$ cat config.mk
export PLATFORM = sky130hd
export DESIGN_NAME = fmc_top
export DESIGN_NICKNAME = d
export VERILOG_FILES = /design/src/core/fmc_pkg.sv /design/src/core/fmc_top.sv /design/src/core/fmc_sync3.sv /design/src/core/fmc_tick_gen.sv
export SDC_FILE = /design/constraint.sdc
export NUM_CORES = 1
export LEC_CHECK = 0
export BUFFER_PORTS_ARGS = -buffer_cell sky130_fd_sc_hd__buf_2
export CORE_ASPECT_RATIO = 0.5
export CORE_MARGIN = 3
export CORE_UTILIZATION = 39
export CTS_BUF_LIST = sky130_fd_sc_hd__clkbuf_8
export DETAILED_ROUTE_END_ITERATION = 16
export SYNTH_ARGS = -nofsm -noshare
export SYNTH_HDL_FRONTEND = slang
export SYNTH_HIERARCHICAL = 1
export SYNTH_SLANG_ARGS = --single-unit
$ cat constraint.sdc
create_clock -name CLK -period 19.5 [get_ports CLK]
set_input_delay 0 -clock CLK [delete_from_list [all_inputs] [get_ports CLK]]
set_output_delay 0 -clock CLK [all_outputs]
set_load 0.03 [all_outputs]
$ cat src/core/fmc_pkg.sv
// Shared constants and types for the frame metadata and combiner block.
package fmc_pkg;
    // ==========================================================
    // Field widths
    localparam int FRAME_W = 16;
    localparam int TIME_W = 16;
    localparam int BURST_W = 16;
    localparam int POS_W = 32;
    localparam int EXP_W = 4;
    // ==========================================================
    // Metadata field select bit positions
    localparam int FLD_FRAME = 0;
    localparam int FLD_TIME = 1;
    localparam int FLD_POS = 2;
    localparam int FLD_PORTS = 3;
    localparam int FLD_BURST = 4;
    localparam int FLD_PAGE = 5;
    localparam int NUM_FIELDS = 6;
    // ==========================================================
    // Timing
    localparam int CLK_PERIOD_NS = 8;
    localparam int US_NS = 1000;
    localparam int TICK_US_CYCLES = (US_NS + CLK_PERIOD_NS - 1) / CLK_PERIOD_NS;
    localparam int US_PER_MS = 1000;
    localparam logic signed [EXP_W-1:0] EXP_MS = -4'sd3;
    localparam logic signed [EXP_W-1:0] EXP_MIN = -4'sd6;
    localparam logic signed [EXP_W-1:0] EXP_MAX = 4'sd0;
    // ==========================================================
    // Reset values
    localparam logic [FRAME_W-1:0] FRAME_RST = 16'h0000;
    localparam logic [TIME_W-1:0] TIME_RST = 16'h0000;
    localparam logic [BURST_W-1:0] BURST_RST = 16'h0000;
    // ==========================================================
    // Combiner states
    typedef enum logic [1:0]
    {
        ST_PASS = 2'b01,
        ST_FILL = 2'b10
    } fmc_state_type;
endpackage

$ cat src/core/fmc_top.sv
// Frame metadata generator and vertical frame combiner.
// Behaviour
// - Sixteen-bit frame counter advances per frame.
// - Trigger enabled: clear at start, wrap burst.
// - Trigger disabled: counter runs freely, wraps.
// - Time counter ticks; cleared on acquisition start.
// - Frame start latches time as stamp.
// - Tick period selected by decade exponent.
// - Frame start latches 32-bit encoder position.
// - Frame start snapshots port levels.
// - Burst counter increments per accepted trigger.
// - Frame start latches active settings page.
// - Global enable plus per-field metadata selects.
// - Combiner stacks frames top to bottom.
// - Pixels pass straight through; image end flagged only after all tiles acquired or flush-filled.
// - Flush emits image, missing tiles black.
// - Flush by command or timeout.
// - Timeout in ms since frame; zero disables.
// - Accepted trigger starts configured frame burst.
`timescale 1ns/1ps
module fmc_top #(
    parameter int PORTS = 8,
    parameter int PAGE_W = 4,
    parameter int PIX_W = 16,
    parameter int TILE_W = 8,
    parameter int US_CYCLES = fmc_pkg::TICK_US_CYCLES
) (
    input wire logic CLK, // Processing clock.
    input wire logic SRST, // Synchronous reset.
    input wire logic ACQUIRE, // Acquisition running level.
    input wire logic ACQUISITION_BEGIN_TRIGGER_EN, // Acquisition-start trigger enabled.
    input wire logic ACQUISITION_BEGIN_TRIGGER, // Acquisition-start trigger pulse.
    input wire logic [fmc_pkg::FRAME_W-1:0] BURST_FRAME_COUNT, // Frames per burst.
    input wire logic FRAME_START, // Frame-start trigger pulse.
    input wire logic [fmc_pkg::POS_W-1:0] SHAFT_POSITION_VALUE, // Encoder position counter.
    input wire logic [PORTS-1:0] GENERAL_IO_PORT, // Port pin levels.
    input wire logic [PAGE_W-1:0] ACTIVE_SETTINGS_PAGE, // Active sequencer page.
    input wire logic signed [fmc_pkg::EXP_W-1:0] TIME_UNIT_EXPONENT, // Tick unit exponent.
    input wire logic METADATA_GLOBAL_ENABLE, // Metadata append enable.
    input wire logic [fmc_pkg::NUM_FIELDS-1:0] METADATA_FIELD_SELECT, // Per-field enables.
    input wire logic [TILE_W-1:0] TILE_COUNT, // Frames per combined image.
    input wire logic [15:0] AUTOFLUSH_TIMEOUT_MS, // Idle timeout, zero disables.
    input wire logic MANUAL_FLUSH_COMMAND, // Flush pulse.
    input wire logic [23:0] FRAME_PIXELS, // Pixels per input frame.
    input wire logic PIX_IN_VALID, // Input pixel valid.
    input wire logic [PIX_W-1:0] PIX_IN_DATA, // Input pixel.
    input wire logic PIX_IN_LAST, // Last pixel of input frame.
    output logic PIX_IN_READY, // Combiner accepts pixels.
    output logic PIX_OUT_VALID, // Output pixel valid.
    output logic [PIX_W-1:0] PIX_OUT_DATA, // Output pixel.
    output logic PIX_OUT_LAST, // Last pixel of output image.
    output logic META_VALID, // Metadata record pulse.
    output logic [fmc_pkg::FRAME_W-1:0] FRAME_SEQUENCE_COUNT, // Frame number field.
    output logic [fmc_pkg::TIME_W-1:0] FRAME_TIME_STAMP, // Time stamp field.
    output logic [fmc_pkg::POS_W-1:0] FRAME_SHAFT_POSITION, // Position field.
    output logic [PORTS-1:0] PORT_LEVEL_SNAPSHOT, // Port level field.
    output logic [fmc_pkg::BURST_W-1:0] BURST_SEQUENCE_COUNT, // Burst number field.
    output logic [PAGE_W-1:0] FRAME_SETTINGS_PAGE, // Page field.
    output logic BURST_ACTIVE // Burst in progress.
);
    // ==========================================================
    // Time base and port synchroniser
    logic unit_tick;
    logic ms_tick;
    logic [PORTS-1:0] port_level;

    fmc_tick_gen #(.US_CYCLES(US_CYCLES)) u_tick (
        .clk(CLK),
        .srst(SRST),
        .exponent(TIME_UNIT_EXPONENT),
        .unit_tick(unit_tick),
        .ms_tick(ms_tick)
    );

    fmc_sync3 #(.WIDTH(PORTS)) u_sync (
        .clk(CLK),
        .srst(SRST),
        .async_in(GENERAL_IO_PORT),
        .level(port_level)
    );

    // ==========================================================
    // Acquisition and counters
    logic acquire_d;
    logic [fmc_pkg::FRAME_W-1:0] frame_cnt;
    logic [fmc_pkg::FRAME_W-1:0] burst_left;
    logic [fmc_pkg::TIME_W-1:0] time_cnt;
    logic [fmc_pkg::BURST_W-1:0] burst_cnt;
    wire acq_begin = ACQUIRE && !acquire_d;
    // A trigger is accepted only while no burst is running.
    wire trig_ok = ACQUIRE && ACQUISITION_BEGIN_TRIGGER_EN && ACQUISITION_BEGIN_TRIGGER && !BURST_ACTIVE;
    wire frame_ok = FRAME_START && ACQUIRE && (!ACQUISITION_BEGIN_TRIGGER_EN || BURST_ACTIVE);
    wire frame_wrap = ACQUISITION_BEGIN_TRIGGER_EN && (frame_cnt >= BURST_FRAME_COUNT - 16'h0001);
    wire [fmc_pkg::FRAME_W-1:0] next_frame = frame_wrap ? fmc_pkg::FRAME_RST : frame_cnt + 16'h0001;
    wire burst_end = frame_ok && ACQUISITION_BEGIN_TRIGGER_EN && (burst_left <= 16'h0001);
    wire meta_on = METADATA_GLOBAL_ENABLE;

    always_ff @(posedge CLK)
    begin
        if (SRST)
        begin
            acquire_d <= 1'b0;
            frame_cnt <= fmc_pkg::FRAME_RST;
            time_cnt <= fmc_pkg::TIME_RST;
            burst_cnt <= fmc_pkg::BURST_RST;
            burst_left <= '0;
            BURST_ACTIVE <= 1'b0;
        end
        else
        begin
            acquire_d <= ACQUIRE;
            if (acq_begin || trig_ok)
                frame_cnt <= fmc_pkg::FRAME_RST;
            else if (frame_ok)
                frame_cnt <= next_frame;
            if (acq_begin)
                time_cnt <= fmc_pkg::TIME_RST;
            else if (unit_tick)
                time_cnt <= time_cnt + 16'h0001;
            if (trig_ok)
                burst_cnt <= burst_cnt + 16'h0001;
            if (trig_ok)
            begin
                BURST_ACTIVE <= 1'b1;
                burst_left <= BURST_FRAME_COUNT;
            end
            else if (burst_end || !ACQUIRE || !ACQUISITION_BEGIN_TRIGGER_EN)
                BURST_ACTIVE <= 1'b0;
            else if (frame_ok)
                burst_left <= burst_left - 16'h0001;
        end
    end

    // ==========================================================
    // Metadata capture at frame start
    always_ff @(posedge CLK)
    begin
        if (SRST)
        begin
            META_VALID <= 1'b0;
            FRAME_SEQUENCE_COUNT <= '0;
            FRAME_TIME_STAMP <= '0;
            FRAME_SHAFT_POSITION <= '0;
            PORT_LEVEL_SNAPSHOT <= '0;
            BURST_SEQUENCE_COUNT <= '0;
            FRAME_SETTINGS_PAGE <= '0;
        end
        else
        begin
            META_VALID <= frame_ok && meta_on;
            if (frame_ok)
            begin
                // Unselected fields read as zero so the host can pack only what it asked for.
                FRAME_SEQUENCE_COUNT <= METADATA_FIELD_SELECT[fmc_pkg::FLD_FRAME] ? frame_cnt : '0;
                FRAME_TIME_STAMP <= METADATA_FIELD_SELECT[fmc_pkg::FLD_TIME] ? time_cnt : '0;
                FRAME_SHAFT_POSITION <= METADATA_FIELD_SELECT[fmc_pkg::FLD_POS] ? SHAFT_POSITION_VALUE : '0;
                PORT_LEVEL_SNAPSHOT <= METADATA_FIELD_SELECT[fmc_pkg::FLD_PORTS] ? port_level : '0;
                BURST_SEQUENCE_COUNT <= METADATA_FIELD_SELECT[fmc_pkg::FLD_BURST] ? burst_cnt : '0;
                FRAME_SETTINGS_PAGE <= METADATA_FIELD_SELECT[fmc_pkg::FLD_PAGE] ? ACTIVE_SETTINGS_PAGE : '0;
            end
        end
    end

    // ==========================================================
    // Frame combiner
    fmc_pkg::fmc_state_type state;
    logic [TILE_W-1:0] tile_idx;
    logic in_frame;
    logic flush_pend;
    logic [31:0] fill_cnt;
    logic [15:0] idle_ms;
    wire combine_on = (TILE_COUNT > 8'(1));
    wire take = PIX_IN_VALID && PIX_IN_READY && (state == fmc_pkg::ST_PASS);
    wire last_tile = !combine_on || (tile_idx == TILE_COUNT - 8'(1));
    wire timeout_hit = (AUTOFLUSH_TIMEOUT_MS != 16'h0000) && (idle_ms >= AUTOFLUSH_TIMEOUT_MS);
    wire partial = (tile_idx != '0) && !in_frame;
    // Flush waits for a gap in the input so that a frame is never cut in half.
    wire start_fill = flush_pend && partial && !PIX_IN_VALID && (state == fmc_pkg::ST_PASS);
    wire [TILE_W-1:0] tiles_left = TILE_COUNT - tile_idx;
    wire [31:0] fill_len = 32'(tiles_left * FRAME_PIXELS) - 32'h1;
    wire fill_done = (state == fmc_pkg::ST_FILL) && (fill_cnt == 32'h0);

    always_ff @(posedge CLK)
    begin
        if (SRST)
        begin
            state <= fmc_pkg::ST_PASS;
            tile_idx <= '0;
            in_frame <= 1'b0;
            flush_pend <= 1'b0;
            fill_cnt <= '0;
            idle_ms <= '0;
            PIX_IN_READY <= 1'b1;
            PIX_OUT_VALID <= 1'b0;
            PIX_OUT_DATA <= '0;
            PIX_OUT_LAST <= 1'b0;
        end
        else
        begin
            PIX_OUT_VALID <= take || (state == fmc_pkg::ST_FILL);
            PIX_OUT_DATA <= take ? PIX_IN_DATA : '0;
            PIX_OUT_LAST <= (take && PIX_IN_LAST && last_tile) || fill_done;
            if (take)
                in_frame <= !PIX_IN_LAST;
            if (take && PIX_IN_LAST)
                tile_idx <= last_tile ? '0 : tile_idx + 8'(1);
            else if (fill_done)
                tile_idx <= '0;
            if (take || tile_idx == '0)
                idle_ms <= '0;
            else if (ms_tick && !timeout_hit)
                idle_ms <= idle_ms + 16'h0001;
            // A new request wins over the clear at the end of a fill.
            if (MANUAL_FLUSH_COMMAND || timeout_hit)
                flush_pend <= 1'b1;
            else if (fill_done || tile_idx == '0)
                flush_pend <= 1'b0;
            case (state)
                fmc_pkg::ST_PASS:
                begin
                    if (start_fill)
                    begin
                        state <= fmc_pkg::ST_FILL;
                        fill_cnt <= fill_len;
                        PIX_IN_READY <= 1'b0;
                    end
                end
                fmc_pkg::ST_FILL:
                begin
                    fill_cnt <= fill_cnt - 32'h1;
                    if (fill_done)
                    begin
                        state <= fmc_pkg::ST_PASS;
                        PIX_IN_READY <= 1'b1;
                    end
                end
                default:
                begin
                    state <= fmc_pkg::ST_PASS;
                    PIX_IN_READY <= 1'b1;
                end
            endcase
        end
    end
endmodule

$ cat src/core/fmc_sync3.sv
// Three-stage synchroniser for a vector of port levels.
`timescale 1ns/1ps
module fmc_sync3 #(
    parameter int WIDTH = 8
) (
    input wire logic clk, // Processing clock.
    input wire logic srst, // Synchronous reset.
    input wire logic [WIDTH-1:0] async_in, // Levels from pins.
    output logic [WIDTH-1:0] level // Filtered level.
);
    logic [WIDTH-1:0] s1;
    logic [WIDTH-1:0] s2;
    logic [WIDTH-1:0] s3;
    wire [WIDTH-1:0] agree = ~(s2 ^ s3);
    wire [WIDTH-1:0] next_level = (agree & s3) | (~agree & level);

    // ==========================================================
    // Stages
    always_ff @(posedge clk)
    begin
        s1 <= async_in;
        s2 <= s1;
        s3 <= s2;
        if (srst)
            level <= '0;
        else
            level <= next_level;
    end
endmodule

$ cat src/core/fmc_tick_gen.sv
// Time base: microsecond prescaler, millisecond tick and decade-selectable unit tick.
`timescale 1ns/1ps
module fmc_tick_gen #(
    parameter int US_CYCLES = fmc_pkg::TICK_US_CYCLES
) (
    input wire logic clk, // Processing clock.
    input wire logic srst, // Synchronous reset.
    input wire logic signed [fmc_pkg::EXP_W-1:0] exponent, // Unit as power of ten seconds.
    output logic unit_tick, // One pulse per time unit.
    output logic ms_tick // One pulse per millisecond.
);
    // Microseconds per unit; out-of-range exponents fall back to the millisecond unit.
    function automatic logic [19:0] us_per_unit(input logic signed [fmc_pkg::EXP_W-1:0] e);
        case (e)
            -4'sd6: us_per_unit = 20'd1;
            -4'sd5: us_per_unit = 20'd10;
            -4'sd4: us_per_unit = 20'd100;
            -4'sd2: us_per_unit = 20'd10000;
            -4'sd1: us_per_unit = 20'd100000;
            default: us_per_unit = 20'd1000;
        endcase
    endfunction

    logic [15:0] cyc;
    logic [9:0] ms_us;
    logic [19:0] unit_us;
    logic [29:0] big_div;
    wire us_tick = (cyc == 16'(US_CYCLES - 1));
    wire [19:0] unit_lim = us_per_unit(exponent);
    wire unit_wrap = us_tick && (unit_us >= unit_lim - 20'd1);
    wire sec_mode = (exponent == fmc_pkg::EXP_MAX);
    wire ms_wrap = us_tick && (ms_us == 10'(fmc_pkg::US_PER_MS - 1));

    // ==========================================================
    // Counters
    always_ff @(posedge clk)
    begin
        if (srst)
        begin
            cyc <= '0;
            ms_us <= '0;
            unit_us <= '0;
            big_div <= '0;
            unit_tick <= 1'b0;
            ms_tick <= 1'b0;
        end
        else
        begin
            cyc <= us_tick ? 16'h0000 : cyc + 16'h0001;
            ms_us <= ms_wrap ? 10'h000 : (us_tick ? ms_us + 10'h001 : ms_us);
            ms_tick <= ms_wrap;
            unit_us <= unit_wrap ? 20'h00000 : (us_tick ? unit_us + 20'h00001 : unit_us);
            // The one-second unit is counted in milliseconds to keep the unit counter narrow.
            big_div <= (ms_wrap && big_div == 30'd999) ? 30'h0 : (ms_wrap ? big_div + 30'h1 : big_div);
            unit_tick <= sec_mode ? (ms_wrap && big_div == 30'd999) : unit_wrap;
        end
    end
endmodule

==> metrics.md, run 1 <==
| Metric | Value |
|---|---|
| Status | finished, final reports clean |
| Die X | roughly 350 microns |
| Final non-filler cell total | 3,986 |
| Vias/cell | about 5.1 |
| Tcrit/Tclk final | 0.370 |
| Final Util | 0.476 |
| Core Area | about 0.058 sq mm |
| Full die area | around 0.063 sq mm |
| Power density over the cells | approximately 120 mW/mm^2 |
| Die H | between 150 and 200 microns |
| Critical setup path kind | flip-flop to flip-flop |
| Critical Path AT | between 7 and 8 ns |
| CTS Root Cell | clkbuf_8 |
| Global-route wire length before repair | 100 mm |
| Setup tns final | 0 ns |
| Clock-pin slew on the worst setup and hold paths | approximately 0.070 ns |
| Pre-CTS WS | around 12 ns |
| R2r worst-path depth | 26 |
| Overall routing resource usage | 0.190 |
| Worst Skew | between 0.03 and 0.04 ns |
| Relative slew slack | 0.187 |
| Clock latency on the worst-skew pair | 0.65 ns |
| Final hold vios | 0 |
| Final Max Slew Viols | 0 |
| Post_cts resized | 0 |
| PnR Total Power | around 3.2 mW |
| # DRC | 0 |
| Largest net degree at the start of global routing | between 90 and 100 |
| Synth Area in Compound Gates | 0.118 |
| Hold slack final | about 0.085 ns |
| Setup WS post-layout | approximately 12 ns |
| Critical path startpoint category | flip-flop |
| Drt wl/cell | roughly 15 microns |
| Max IR drop VDD | approximately 110 uV |
| Io pins | approximately 260 |
| Hpwl dp | 42.8 mm |
| Post-synth ARST share | 0 |
| Count leader, synth | dfxtp_1 |
| Hold Path Stages | 3 |
| Drt total wl | between 50 and 60 mm |
| Reg2reg end | fill_cnt[31]$_SDFFE_PP0P_ |
| Number of nets with antenna violations after routing | 0 |
| Adder-Cell Fraction of Synth Area | 0.199 |
| Min Tclk post-route | roughly 7.2 ns |
| CTS tree | done |
| Post-Synth XOR/XNOR Area | 0.0687 |
| Leakage | 12.1 nW |
| EDFF count, synth | 0 |
| Worst hold path type | input port to flip-flop |
| Hold_sp | PIX_IN_DATA[9] |
| Syn Area/Cell | 8.20 sq um |
| Main flop type after synthesis | dfxtp_1 |
| Simple-gate share of the synthesized area | 0.244 |
| Multiplexer share of the synthesized area | 0.00258 |
| Antenna violations before repair | 6 |
| Starting density of the core | 0.400 |
| Vias post-DR | around 20,000 |
| Yosys top cell by area | dfxtp_1 |
| Reg2reg setup slack | roughly 12 ns |
| Syn Inst Count | around 2,800 |
| Unrepaired setup endpoints after global routing | no |
| DP Cell Count | around 3,700 |
| FF+latch count, synth | ~350 |
| CP endpoint kind | flip-flop |
| Area grow syn2layout | 18.9% |
| Number of global-route vias before repair | 20,132 |
| Dpl cell area | roughly 0.025 sq mm |
| Drt pass-1 iters | 5 |
| Final setup vio count | 0 |
| Slew @ Worst Pin | 1.21 ns |
| Yosys cell types | 79 |
| Highest achievable clock rate | 0.138 GHz |
| Top cells by area, synth | dfxtp_1, fa_1, ha_1 |
| Maximum fanout along the worst path | 24 |
| Clk buf depth | 3 |
| Starting DRT DRC Count | 1,087 |
| PortBufs | approximately 260 |
| Max-cap viol count | 0 |
| Core Rows | 62 |
| Register area share after synthesis | 0.299 |
| NumNets Final | between 3,000 and 4,000 |
| Cell area after synthesis | about 0.023 sq mm |
| Most frequent cells after synthesis | dfxtp_1, nand2_1, inv_1 |
| CTS buffer count | 53 |
| Largest family of logic cells by synthesized area | simple AND/OR/NAND/NOR gates |
| GP Congestion | about 0.85 |
| Grt ovf | 0 |
| H-tree depth | 2 |
| Clock sinks | around 350 |
| CP Data Required Time | 20.00 ns |
| WHS Endpoint | PIX_OUT_DATA[9]$_SDFF_PP0_ |
| Yosys top cell area share | 0.299 |
| Final design area excluding fillers | around 0.028 sq mm |
| Share of cells above drive strength 1 | 0.121 |
| Ys Warns | 6 |
| FF-to-FF Start | tile_idx[1]$_SDFFE_PP0P_ |
==> area by class of cell <==
| cell class | count | area, sq um |
|---|---|---|
| multi-input cells | 2079 | 14800 |
| fillers | 5740 | 30500 |
| well taps | 768 | 961 |
| diodes | 7 | 17.5 |
| repair buffers | 414 | 2830 |
| inverters | 279 | 1050 |
| clock buffers | 61 | 840 |
| flip-flops and latches | 347 | 6950 |
| clock inverters | 31 | 246 |
==> power by group <==
group	switching [mW]	internal, mW	total, mW
Sequential	0.0115	0.724	0.736
Clock	0.308	0.328	0.636
Combinational	1.10	0.749	1.85
Total	1.42	1.80	3.22
==> critical path: stages, from the launching register on <==
cell	delay (ns)
dfxtp_1	0.42
inv_1	0.13
ha_1	0.29
nor2b_1	0.12
o21ai_0	0.20
a21boi_0	0.15
o21ai_0	0.22
a21boi_0	0.15
o21a_1	0.22
o21ai_2	0.88
nand3b_1	0.16
ha_1	0.33
inv_1	0.05
fa_1	0.50
fa_1	0.54
inv_1	0.05
fa_1	0.53
inv_1	0.04
ha_1	0.36
a21oi_1	0.18
o21ai_0	0.23
a311o_1	0.33
o21bai_1	0.23
a21oi_1	0.17
a221oi_1	0.35
xnor2_1	0.16
o32ai_1	0.09
==> layer usage <==
layer / routed length [microns] / GRT usage
met5: 27 / 0
met4: 1560 / 0.0548
met3: 2230 / 0.0298
met2: 28500 / 0.327
met1: 27600 / 0.248
==> kinds of logic (layout without fill, tap and decap cells) <==
| group | count (synthesis) | count (layout) |
|---|---|---|
| buf+inv | 413 | 785 |
| mux | 6 | 6 |
| compound gates | 454 | 454 |
| simple gates | 1148 | 1148 |
| other cells | 1 | 10 |
| flops | 347 | 347 |
| xor+xnor | 181 | 181 |
| fa+ha+maj | 287 | 287 |
==> timing repair <==
action                                 CTS  global route
endpoints found under the hold margin  206             0
hold buffers                           140             0
buffers inserted                         0             0
==> cells in the final DEF, fill, tap and decap left out, types with 6 or more instances in the layout <==
| cell type | n |
|---|---|
| nand2_1 | 331 |
| buf_4 | 17 |
| a22oi_1 | 8 |
| nand3_1 | 167 |
| inv_1 | 290 |
| a31oi_1 | 15 |
| or3_1 | 12 |
| a211oi_1 | 18 |
| nand3b_1 | 27 |
| nor2b_1 | 14 |
| clkinv_2 | 11 |
| dfxtp_1 | 347 |
| nand4_1 | 59 |
| a21oi_1 | 219 |
| buf_2 | 255 |
| nor3_1 | 55 |
| nor4_1 | 30 |
| ha_1 | 149 |
| and3_1 | 27 |
| mux2i_1 | 6 |
| o31ai_1 | 6 |
| and4_1 | 11 |
| a21o_1 | 38 |
| o21ai_0 | 52 |
| xor2_1 | 82 |
| o21a_1 | 15 |
| fa_1 | 138 |
| clkbuf_8 | 61 |
| o21ai_1 | 13 |
| a221oi_1 | 8 |
| nand2b_1 | 37 |
| or4_1 | 10 |
| dlygate4sd3_1 | 140 |
| o211ai_1 | 6 |
| xnor2_1 | 96 |
| and2_1 | 96 |
| nor2_1 | 235 |
| diode_2 | 7 |
==> worst max path at each step <==
stage	depth (start not counted)	slack, ns	end	startpoint
after global placement	26	12.41	fill_cnt[31]$_SDFFE_PP0P_	tile_idx[1]$_SDFFE_PP0P_
after detailed placement	26	12.23	fill_cnt[31]$_SDFFE_PP0P_	tile_idx[1]$_SDFFE_PP0P_
final	26	12.28	fill_cnt[31]$_SDFFE_PP0P_	tile_idx[1]$_SDFFE_PP0P_
after global routing	26	11.61	fill_cnt[31]$_SDFFE_PP0P_	tile_idx[1]$_SDFFE_PP0P_
after floorplan	28	13.14	fill_cnt[31]$_SDFFE_PP0P_	tile_idx[1]$_SDFFE_PP0P_
after CTS	26	12.16	fill_cnt[31]$_SDFFE_PP0P_	tile_idx[1]$_SDFFE_PP0P_
==> sequential cells by signal, indices dropped and copies added, names as in the netlist, 4 cells and up, named ones only <==
signal	flops
idle_ms	16
FRAME_SEQUENCE_COUNT	16
u_sync/s2	8
BURST_SEQUENCE_COUNT	16
u_tick/unit_us	20
burst_cnt	16
burst_left	16
fill_cnt	32
u_sync/s3	8
FRAME_SETTINGS_PAGE	4
time_cnt	16
frame_cnt	16
u_tick/big_div	30
u_tick/ms_us	10
FRAME_SHAFT_POSITION	32
PIX_OUT_DATA	16
tile_idx	8
PORT_LEVEL_SNAPSHOT	8
FRAME_TIME_STAMP	16
u_sync/s1	8
u_tick/cyc	16
No activity file was read; power rests on OpenSTA's default activity.
==> inputs of run 2 (changes only) <==
==> constraint.sdc (replaced) <==
create_clock -name CLK -period 5.9 [get_ports CLK]
set_input_delay 0 -clock CLK [delete_from_list [all_inputs] [get_ports CLK]]
set_output_delay 0 -clock CLK [all_outputs]
set_load 0.03 [all_outputs]
==> run 2 against run 1 <==
  * Register-to-register slack got worse by 12 ns
  * Critical endpoint unchanged
  * Hold slack got worse by 0.028 ns
  * Worst setup slack got worse by 12 ns
  * Cell count rose by 2.8%
==> metrics.md, run 2 (synthesized netlist as in run 1, its figures left out) <==
| Metric | Value |
|---|---|
| Drt pass-1 iters | 5 |
| Max-cap viol count | 0 |
| Vias/cell | just over 5 |
| Top flop regs | FRAME_SHAFT_POSITION: 32 flops, fill_cnt: 32 flops, u_tick/big_div: 30 flops |
| Final Max Slew Viols | 0 |
| Unrepaired setup endpoints after global routing | yes |
| Slew @ Worst Pin | roughly 1.2 ns |
| FF-to-FF Start | tile_idx[1]$_SDFFE_PP0P_ |
| Starting DRT DRC Count | 1,098 |
| Drt wl/cell | ~15 microns |
| Worst hold path type | input port to flip-flop |
| Clock sinks | 347 |
| Hpwl dp | about 44 mm |
| Setup crit end | fill_cnt[31]$_SDFFE_PP0P_ |
| Max IR drop VDD | roughly 670 uV |
| Vias post-DR | 20,968 |
| Worst Skew | ~0.019 ns |
| Drt total wl | approximately 62 mm |
| CTS buffer count | 53 |
| Commonest non-fill, non-tap cell in the layout | dfxtp_1 |
| Final design area excluding fillers | 0.0296 sq mm |
| Reg area | about 0.007 sq mm |
| DR top layer | met5 |
| Area grow syn2layout | 27.3% |
| Final setup vio count | 0 |
| Leakage | 12.8 nW |
| Critical Path AT | between 6 and 7 ns |
| Critical setup path kind | flip-flop to flip-flop |
| Hold Path Stages | 2 |
| Die H | about 180 microns |
| PortBufs | between 200 and 300 |
| Full die area | around 0.063 sq mm |
| Commonest cells after routing, fill and taps aside | dfxtp_1, nand2_1, inv_1, buf_2, nor2_1 |
| Starting density of the core | 0.400 |
| Grt ovf | 0 |
| Die X | between 300 and 400 microns |
| Reg2reg end | fill_cnt[31]$_SDFFE_PP0P_ |
| Maximum fanout along the worst path | 7 |
| Status | finished, final reports clean |
| Tcrit/Tclk final | 0.992 |
| Global-route wire length before repair | 102 mm |
| Area of the multi-input gates | ~0.016 sq mm |
| Met1 WL | 28.3 mm |
| Antenna violations before repair | 7 |
| Met3 Routed Length | 2.26 mm |
| Number of global-route vias before repair | 20,562 |
| Critical Path Source | tile_idx[1]$_SDFFE_PP0P_ |
| CTS tree | done |
| Final hold vios | 0 |
| # DRC | 0 |
| Largest net degree at the start of global routing | 98 |
| Reg2reg setup slack | 0.04 ns |
| H-tree depth | 2 |
| CP endpoint kind | flip-flop |
| Clock-pin slew on the worst setup and hold paths | approximately 0.070 ns |
| GP Congestion | 0.860 |
| Hold slack final | approximately 0.057 ns |
| Io pins | roughly 260 |
| NumNets Final | 3,711 |
| Number of nets with antenna violations after routing | 0 |
| Min Tclk post-route | 5.86 ns |
| Clock latency on the worst-skew pair | about 0.63 ns |
| Share of cells above drive strength 1 | 0.188 |
| Dpl cell area | ~0.026 sq mm |
| CP Data Required Time | around 6.4 ns |
| Clk buf depth | 3 |
| Core Area | 0.0582 sq mm |
| Core Rows | 62 |
| CTS Root Cell | clkbuf_8 |
| Fill count | between 5,000 and 6,000 |
| Highest achievable clock rate | 0.171 GHz |
| Power density over the cells | slightly below 500 mW/mm^2 |
| Relative slew slack | 0.196 |
| Overall routing resource usage | 0.194 |
| Critical path startpoint category | flip-flop |
| R2r worst-path depth | 27 |
| Routed wl met2 | roughly 30 mm |
## run 2: cell count changes in the layout (fill, tap and decap cells not counted), sizes merged
| cell | previous run | this run |
|---|---|---|
| inv | 292 | 294 |
| clkinvlp | 2 | 3 |
| clkbuf | 61 | 73 |
| buf | 274 | 368 |
| clkinv | 13 | 6 |
| dlygate4sd3 | 140 | 152 |
| diode | 7 | 6 |
## run 2: layout make-up
class,count,area share
multi-input combinational,2079,0.526
sequential,347,0.235
timing repair buffer,520,0.130
inverter,279,0.0354
clock buffer,73,0.0339
tap,768,0.0324
clock inverter,27,0.00748
antenna,6,0.000507
## run 2: how the worst min path moves through the flow
stage | slack (ns) | from | end
after detailed placement | 0.10 | GENERAL_IO_PORT[7] | u_sync/s1[7]$_DFF_P_
after CTS | 0.0005 | GENERAL_IO_PORT[7] | u_sync/s1[7]$_DFF_P_
after global routing | 0.001 | GENERAL_IO_PORT[7] | u_sync/s1[7]$_DFF_P_
final | 0.06 | GENERAL_IO_PORT[6] | u_sync/s1[6]$_DFF_P_
after global placement | 0.10 | GENERAL_IO_PORT[5] | u_sync/s1[5]$_DFF_P_
after floorplan | 0.03 | GENERAL_IO_PORT[0] | u_sync/s1[0]$_DFF_P_
## run 2: per-layer routing
| layer | vias up | global-route usage |
|---|---|---|
| met3 | 141 | 0.0316 |
| met2 | 363 | 0.331 |
| met5 | - | 0 |
| li1 | 10399 | - |
| met1 | 10059 | 0.253 |
| met4 | 6 | 0.0614 |
## run 2: critical path, stage by stage (launching register included)
cell and delay (ns):
dfxtp_2 0.32, inv_2 0.07, ha_4 0.19, nor2b_1 0.12, o21ai_1 0.14, a21boi_1 0.10
o21ai_1 0.20, nand2_1 0.10, nor2_1 0.20, nor2_4 0.06, buf_6 0.14, buf_12 0.13
and2_1 0.16, fa_1 0.57, fa_1 0.45, fa_1 0.54, inv_1 0.05, fa_1 0.53
inv_1 0.06, ha_4 0.26, nand4_1 0.16, o221ai_2 0.13, a31oi_2 0.24, and3_4 0.22
a21oi_4 0.06, a221oi_2 0.24, xnor2_1 0.16, o32ai_1 0.09
## run 2: metrics by stage
stage | cells | TNS (ns) | power (mW) | setup WS [ns] | utilization
after detailed placement | 3812 | -1.51 | 9.49 | -0.262 | 0.443
final | 4099 | 0 | 14.5 | 0.0443 | 0.509
after CTS | 4082 | -0.0137 | 12.8 | -0.0137 | 0.499
after floorplan | 2839 | 0 | 7.18 | 0.00244 | -
after global placement | 3812 | -0.824 | 9.45 | -0.142 | 0.443
after global routing | 4096 | -2.20 | 15.7 | -0.303 | 0.509
## run 2: timing repair
| item | CTS | global route |
|---|---|---|
| cloned | 2 | 1 |
| hold endpoints to repair | 166 | 0 |
| resized for setup | 57 | 132 |
| pin swaps | 57 | 149 |
| hold buffers | 152 | 0 |
| buffers inserted | 16 | 17 |
| endpoints found under the setup margin | 15 | 23 |
## run 2: where the power goes
part           switching, mW  internal [mW]  total, mW
clock                   1.05           1.25       2.29
sequential            0.0368           2.39       2.43
combinational           4.98           4.84       9.82
